## config.mk

```make
export PLATFORM = sky130hd
export DESIGN_NAME = buck_dvs_voltage_regs
export DESIGN_NICKNAME = d
export VERILOG_FILES = /design/src/logic/buck_dvs_pkg.sv /design/src/logic/buck_dvs_voltage_regs.sv
export SDC_FILE = /design/constraint.sdc
export NUM_CORES = 1
export LEC_CHECK = 0
export BUFFER_PORTS_ARGS = -buffer_cell sky130_fd_sc_hd__buf_4
export CAP_MARGIN = 10
export CORE_MARGIN = 1
export CORE_UTILIZATION = 60
export CTS_CLUSTER_DIAMETER = 120
export CTS_CLUSTER_SIZE = 40
export DETAILED_ROUTE_END_ITERATION = 6
export PLACE_DENSITY = 0.85
export RECOVER_POWER = 25
export SLEW_MARGIN = 5
export SYNTH_ARGS = -nofsm -noshare
export SYNTH_HDL_FRONTEND = slang
export SYNTH_SLANG_ARGS = --single-unit
```

## constraint.sdc

```tcl
create_clock -name ref_clk -period 7.7 [get_ports ref_clk]
set_input_delay 0 -clock ref_clk [delete_from_list [all_inputs] [get_ports ref_clk]]
set_output_delay 0 -clock ref_clk [all_outputs]
set_load 0.02 [all_outputs]
```

## src/logic/buck_dvs_pkg.sv

```systemverilog
package buck_dvs_pkg;

   localparam int unsigned CODE_W   = 6;
   localparam int unsigned DATA_W   = 8;
   localparam int unsigned ADDR_W   = 8;
   localparam int unsigned MV_W     = 13;
   localparam int unsigned STEP_W   = 6;

   localparam logic [ADDR_W-1:0] ALT_VOLTAGE_0_OFS      = 8'h22;
   localparam logic [ADDR_W-1:0] ALT_VOLTAGE_1_OFS      = 8'h23;
   localparam logic [ADDR_W-1:0] ALT_VOLTAGE_2_OFS      = 8'h24;
   localparam logic [ADDR_W-1:0] ALT_VOLTAGE_3_OFS      = 8'h25;
   localparam logic [ADDR_W-1:0] SERIAL_DVS_READBACK_OFS = 8'h26;

   localparam logic [CODE_W-1:0] CODE_RESET = 6'h00;
   localparam logic [DATA_W-1:0] DATA_ZERO  = 8'h00;
   localparam logic [MV_W-1:0]   BASE_MV    = 13'h0226;

   localparam logic [1:0] SEL_ALT_0 = 2'h0;
   localparam logic [1:0] SEL_ALT_1 = 2'h1;
   localparam logic [1:0] SEL_ALT_2 = 2'h2;
   localparam logic [1:0] SEL_ALT_3 = 2'h3;

   typedef struct packed {
      logic              wr;
      logic              rd;
      logic [ADDR_W-1:0] addr;
      logic [DATA_W-1:0] wdata;
   } reg_req_s;

   typedef struct packed {
      logic              valid;
      logic [CODE_W-1:0] code;
   } serial_code_s;

endpackage

```

## src/logic/buck_dvs_voltage_regs.sv

```systemverilog
`timescale 1ns/10ps
// Summary of operation
// - control pins 01 select alternate setting 1 as the buck target code.
// - control pins 10 select alternate setting 2 as the buck target code.
// - control pins 11 select alternate setting 3 as the buck target code.
// - target millivolts equal 550 plus code times the selected step size.
// - control pins 00 select alternate setting 0 as the buck target code.
// - readback register reports the latest serial DVS code in bits 5:0.
module buck_dvs_voltage_regs
   import buck_dvs_pkg::*;
(
   input  wire logic                ref_clk,
   input  wire logic                sys_rst,
   input  wire reg_req_s            reg_req,
   output logic      [DATA_W-1:0]   reg_rdata_q,
   output logic                     reg_rvalid_q,
   input  wire logic [1:0]          multipurpose_control_pin,
   input  wire serial_code_s        serial_dvs_voltage_code,
   input  wire logic [STEP_W-1:0]   first_buck_step_size,
   output logic      [CODE_W-1:0]   active_code_q,
   output logic      [MV_W-1:0]     target_mv_q
);

   logic [CODE_W-1:0] alt_q [4];
   logic [CODE_W-1:0] readback_q;

   wire logic [CODE_W-1:0] wr_code  = reg_req.wdata[CODE_W-1:0];
   wire logic              hit_ro   = reg_req.addr == SERIAL_DVS_READBACK_OFS;
   wire logic [3:0]        hit_alt  = {reg_req.addr == ALT_VOLTAGE_3_OFS,
                                       reg_req.addr == ALT_VOLTAGE_2_OFS,
                                       reg_req.addr == ALT_VOLTAGE_1_OFS,
                                       reg_req.addr == ALT_VOLTAGE_0_OFS};
   wire logic [1:0]        rd_idx   = reg_req.addr[1:0] - ALT_VOLTAGE_0_OFS[1:0];
   wire logic [CODE_W-1:0] rd_code  = hit_ro ? readback_q :
                                      (|hit_alt) ? alt_q[rd_idx] : CODE_RESET;
   wire logic [DATA_W-1:0] rd_data  = {2'h0, rd_code};

   // pins pick one of four stored codes
   wire logic [CODE_W-1:0] sel_code = alt_q[multipurpose_control_pin];
   wire logic [MV_W-1:0]   step_mv  = MV_W'(sel_code) * MV_W'(first_buck_step_size);
   wire logic [MV_W-1:0]   tgt_mv   = BASE_MV + step_mv;

   genvar gi;
   generate
      for (gi = 0; gi < 4; gi++)
      begin : g_alt
         always_ff @(posedge ref_clk or posedge sys_rst)
         begin
            if (sys_rst)
               alt_q[gi] <= CODE_RESET;
            else if (reg_req.wr && hit_alt[gi])
               alt_q[gi] <= wr_code;
         end
      end
   endgenerate

   always_ff @(posedge ref_clk or posedge sys_rst)
   begin
      if (sys_rst)
         readback_q <= CODE_RESET;
      else if (serial_dvs_voltage_code.valid)
         readback_q <= serial_dvs_voltage_code.code;
   end

   always_ff @(posedge ref_clk or posedge sys_rst)
   begin
      if (sys_rst)
      begin
         reg_rdata_q  <= DATA_ZERO;
         reg_rvalid_q <= 1'b0;
      end
      else
      begin
         reg_rdata_q  <= reg_req.rd ? rd_data : DATA_ZERO;
         reg_rvalid_q <= reg_req.rd;
      end
   end

   always_ff @(posedge ref_clk or posedge sys_rst)
   begin
      if (sys_rst)
      begin
         active_code_q <= CODE_RESET;
         target_mv_q   <= BASE_MV;
      end
      else
      begin
         active_code_q <= sel_code;
         target_mv_q   <= tgt_mv;
      end
   end
endmodule

```

======== After elaboration in Yosys (flattened, before gate mapping) ========
Cells that the tools add are included.
storage, ports and cells
  bits in registers ....................... 56
  bits of input ports ..................... 35
cells by class
  multiplexer cells ....................... 9
  magnitude comparators ................... 2
  reduce and logical (&&, ||, !) cells .... 5
  bitwise operators ....................... 2
  add/subtract/negate cells ............... 2
  equality and inequality tests ........... 5
  multipliers ............................. 1
operators by type and width
  cell                                                 number
  2-to-1 mux 6 bit                                     7
  equality test 8 x 6 -> 1 bit, second input constant  5
  binary-select mux 6 bit (select 2 bit)               2
  adder 10 x 12 -> 13 bit, first input constant        1
  multiplier 6 x 6 -> 12 bit                           1
  >= comparator 3 bit, second input constant           2
  NOT 2 -> 3 bit                                       2
  logical AND 1 bit                                    4
  OR reduction 4 bit                                   1
  subtractor 2 bit, second input constant              1

======== Depth between registers and ports, before layout ========
  word-level depth ........................ 8
  gate-level depth with buffers ........... 16

======== Worst setup path before layout ========
Ideal clock, no wire load.
  path type ............................... register to register
  start ................................... register alt_q[2] (netlist bit)
  end ..................................... register target_mv_q[11]
  buffers on the path ..................... 0
  setup slack ............................. 3.319 ns
  data required time ...................... 7.620 ns
  library setup time ...................... 0.080 ns
  arrival time ............................ 4.301 ns
  stages on the path, launching flop included .. 15
  path through ............................ dfrtp_1 mux4_2 and2_1 fa_1 inv_1 fa_1 inv_1 fa_1 fa_1 ha_1 and3_1 a211oi_2 nand2b_1 a31oi_1 xnor2_1
between the ends
  word-level cells in the longest chain between the ends .. 5
ends and longest elaborated chain
  item                                                 RTL line                     RTL
  from (decl)                                          buck_dvs_voltage_regs.sv:24  logic [CODE_W-1:0] alt_q [4];
  from (signal, indexed assignment)                    buck_dvs_voltage_regs.sv:52  alt_q[gi] <= wr_code;
  binary-select mux 6 bit (select 2 bit)               buck_dvs_voltage_regs.sv:39  wire logic [CODE_W-1:0] sel_code = alt_q[multipurpose_control_pin];
  2-to-1 mux 6 bit (implied by the code) (2 in a row)  buck_dvs_voltage_regs.sv:39
  via sel_code[2]                                      buck_dvs_voltage_regs.sv:39
  multiplier 6 x 6 -> 12 bit                           buck_dvs_voltage_regs.sv:40  wire logic [MV_W-1:0] step_mv = MV_W'(sel_code) * MV_W'(first_buck_step_size);
  adder 10 x 12 -> 13 bit                              buck_dvs_voltage_regs.sv:41  wire logic [MV_W-1:0] tgt_mv = BASE_MV + step_mv;
  via tgt_mv[11]                                       buck_dvs_voltage_regs.sv:41
  to (signal assigned)                                 buck_dvs_voltage_regs.sv:89  target_mv_q <= tgt_mv;
  to (decl)                                            buck_dvs_voltage_regs.sv:21  output logic [MV_W-1:0] target_mv_q
The timed path passes the listed nets, and every way through them passes these cells. The select of a mux whose other input is x is not followed.
A chain may end at the register's enable or synchronous reset.

======== Final worst setup path ========
Ends and elaborated chain as after synthesis.

==> results by group <==
Yosys
  • Yosys Warn Count: 0
  • Post-synthesis cell count: 284
  • Cell Area, Synth: 0.00361 sq mm
  • Syn_area_per_cell: 12.7 sq um
  • Post-synthesis async set-or-reset flop share: 100%
  • Post-synth EDFFs: 0
  • Post-synth cell types: 43
  • Post-synthesis sequential area ratio: 39.0%
  • Ys flop type: dfrtp_1
  • Seq cells post-synth: 56

Route
  • Avg WL per Cell: 16.2 microns
  • Initial DRC count: 170
  • Post-route DRC: 0
  • Detailed Route WL: 7080 microns
  • Final ANT Viol Nets: 0
  • Drt pass-1 iters: 4
  • DR vias: 2481
  • Vias per std cell: 5.66

Floorplanning
  • Ports: 63
  • Die area: 0.00633 sq mm
  • Std-Cell Rows: 27
  • Initial core utilization: 64.0%
  • DIE HEIGHT: 79.6 microns
  • Core area: 0.00564 sq mm
  • Die W: 79.6 microns

Final layout
  • Syn-to-layout area delta: 18.6%
  • Layout net count: 451
  • Fraction of layout cells with a size suffix above 1: 26.0%
  • Post-Layout Inst Area: 0.00428 sq mm
  • N_diodes: 0
  • Filler cell count: 374
  • Fin cells: 438

Worst setup path
  • Crit path from: alt_q[2]
  • R2R depth: 14
  • RR Endpoint: target_mv_q[11]
  • Reg-to-reg startpoint: alt_q[2]
  • Crit path required time: 7950 ps
  • Max incr delay on CP: 580 ps
  • Delay-heaviest family, CP: adder cells
  • Worst path bufs/invs: 2
  • CP Data Arrival Time: 4970 ps
  • Critical-path maximum fanout: 7
  • Crit-path cells: mux4_2, and2_1, fa_1, inv_1, fa_1, inv_1, fa_1, fa_1, ha_1, and3_1, a211oi_2, nand2b_1, a31oi_1, xnor2_1
  • CP dominant cell by count: fa_1
  • Worst R2R Setup Slack: 2990 ps
  • CP Capture Type: flop
  • Critical path class: reg -> reg
  • Critical Path Slowest Stage Cell: mux4_2
  • CP Launch Type: flop

Min path
  • Worst Hold Path EP: target_mv_q[1]
  • Worst Hold Depth: 3
  • Hold Crit Class: in -> reg
  • Start point of the worst hold path: first_buck_step_size[1]

Placed design
  • PortBufs: 58
  • RePlAce Congestion: 0.792
  • Placed cell areas: 0.00410 sq mm
  • Post-DP HPWL: 5120 microns
  • Inst Count DP: 409

Global routing
  • Number of global-route vias before repair: 2481
  • GRT Util Overall: 25.1%
  • First-pass GRT wire length: 12000 microns
  • Largest net degree at the start of global routing: 57
  • Antenna violations before repair: 0
  • Remaining Overflow, GRT: 0

Run status
  • Status: complete, but fails checks
  • Failing checks: max-capacitance violations, max-slew violations

STA
  • Final setup viols: 0
  • Worst Tran Pin Value: 2390 ps
  • Max-slew violation count: 57
  • Period utilization: 61.2%
  • Final hold violations: 0
  • Unrepaired setup endpoints after global routing: no
  • Setup TNS: 0 ps
  • Minimum clock period: 4710 ps
  • Worst hold margin: 59.2 ps
  • Max transition margin: -60.5%
  • Worst Skew: 5.68 ps
  • FMAX: 212 MHz

Clocking
  • CTS Buf Count: 5
  • Clock H-tree levels: 2
  • Clock Latency Late Sink: 320 ps
  • Worst-path clk slew: 110 ps
  • Clock root buffer: clkbuf_8
  • Max Root-Sink Buffers: 2
  • Resized Gates After CTS: 0
  • CTS tree: built
  • Setup bufs post-CTS: 0
  • Num Clock Sinks: 56

Pwr
  • LEAKAGE: 2.15 nW
  • Cell Pwr Density: 150 mW/mm^2
  • Max VDD drop: 0.0000953 V
  • Overall power: 0.644 mW

Flow run
  • MaxCap Viol Count: 1
-- worst reg2reg max path, cell delays in order, from the launching register on --
cell      delay [ps]
dfrtp_1          420
mux4_2           580
and2_1           220
fa_1             530
inv_1             50
fa_1             480
inv_1             60
fa_1             500
fa_1             500
ha_1             380
and3_1           200
a211oi_2         260
nand2b_1         130
a31oi_1          220
xnor2_1          130
-- cells in the final DEF (no fill, tap or decap), drive strengths merged --
cell / count
dfrtp: 52
ha: 34
clkbuf: 33
mux2: 30
buf: 30
and2: 27
inv: 26
dlygate4sd3: 21
fa: 17
nand2: 15
mux4: 12
nor2b: 7
xnor2: 7
a22oi: 6
nor2: 6
a21oi: 5
and3: 4
dfstp: 4
o21ai: 4
nand2b: 4
nor3: 4
nand3: 3
o41ai: 2
xor2: 2
conb: 2
o2111ai: 1
or2: 1
o31a: 1
a21o: 1
a211oi: 1
or3: 1
a31oi: 1
o21a: 1
clkinvlp: 1
-- Yosys cell counts (3+ instances only) --
master   instances  area share [%]
nand3_1          3            0.42
inv_1           24             2.5
dfstp_2          4             2.9
mux2_2          30             9.4
dfrtp_1         52              36
a22oi_1          6             1.2
and2_1          27             4.7
xnor2_1          7             1.7
o21ai_0          3            0.42
mux4_2          12             7.5
a21oi_1          4            0.55
nand2_1         14             1.5
ha_1            34              12
and3_1           3            0.52
nor2b_1          7             1.2
fa_1            17             9.4
nor2_1           4            0.42
-- layout make-up --
class | count | area (sq um) | area share, %
repair buffers | 79 | 544 | 12.7
flip-flops and latches | 56 | 1410 | 32.8
clock inverters | 3 | 28.8 | 0.672
multi-input cells | 199 | 2050 | 47.9
well taps | 72 | 90.1 | 2.10
clock buffers | 5 | 68.8 | 1.61
inverters | 24 | 91.3 | 2.13
-- worst max path at each step --
stage                       to  slack [ps]  depth (start not counted)
4_1_cts        target_mv_q[11]        2960                         14
6_report       target_mv_q[11]        2990                         14
2_1_floorplan  target_mv_q[11]        3320                         14
5_1_grt        target_mv_q[11]        2800                         14
3_3_place_gp   target_mv_q[11]        3080                         14
3_5_place_dp   target_mv_q[11]        2990                         14
-- per-layer routing --
| layer | up-vias | wire [microns] | track usage, % |
|---|---|---|---|
| li1 | 1138 | - | - |
| met1 | 1254 | 3160 | 36.6 |
| met2 | 80 | 3460 | 39.1 |
| met3 | 9 | 381 | 3.54 |
| met4 | 0 | 79 | 7.45 |
| met5 | - | 0 | 0 |
-- metrics by stage --
step	utilization [%]	worst slack [ps]
2_1_floorplan	-	3320
3_3_place_gp	72.7	3080
3_5_place_dp	72.7	2990
4_1_cts	77.9	2960
5_1_grt	75.9	2800
6_report	75.9	2990
-- registers in the layout, summed over array words and instances (netlist names) --
| signal | cells |
|---|---|
| reg_rdata_q | 6 |
| target_mv_q | 13 |
| reg_rvalid_q | 1 |
| active_code_q | 6 |
| readback_q | 6 |
| alt_q | 24 |
-- report_power, final --
group | switching (mW) | total, mW | internal [mW] | leakage (nW)
Clock | 0.109 | 0.178 | 0.0690 | 0.0511
Combinational | 0.0768 | 0.141 | 0.0644 | 1.35
Sequential | 0.00885 | 0.325 | 0.316 | 0.744
Total | 0.195 | 0.644 | 0.449 | 2.15
-- kinds of logic after synthesis --
family	count (synthesis)	synth area share (%)
AND/OR/NAND/NOR	72	12.6
flip-flops	56	39.0
adder cells (fa/ha/maj)	51	21.2
multiplexers	42	16.8
buffers and inverters	30	3.60
AO/OA/AOI/OAI	23	4.51
XOR/XNOR	9	2.18
other	1	0.104
-- what timing repair did --
action,4_1_cts,5_1_grt
hold endpoints to repair,38,52
setup endpoints to repair,0,0
hold buffers,20,1
No activity file was read; power rests on OpenSTA's default activity.
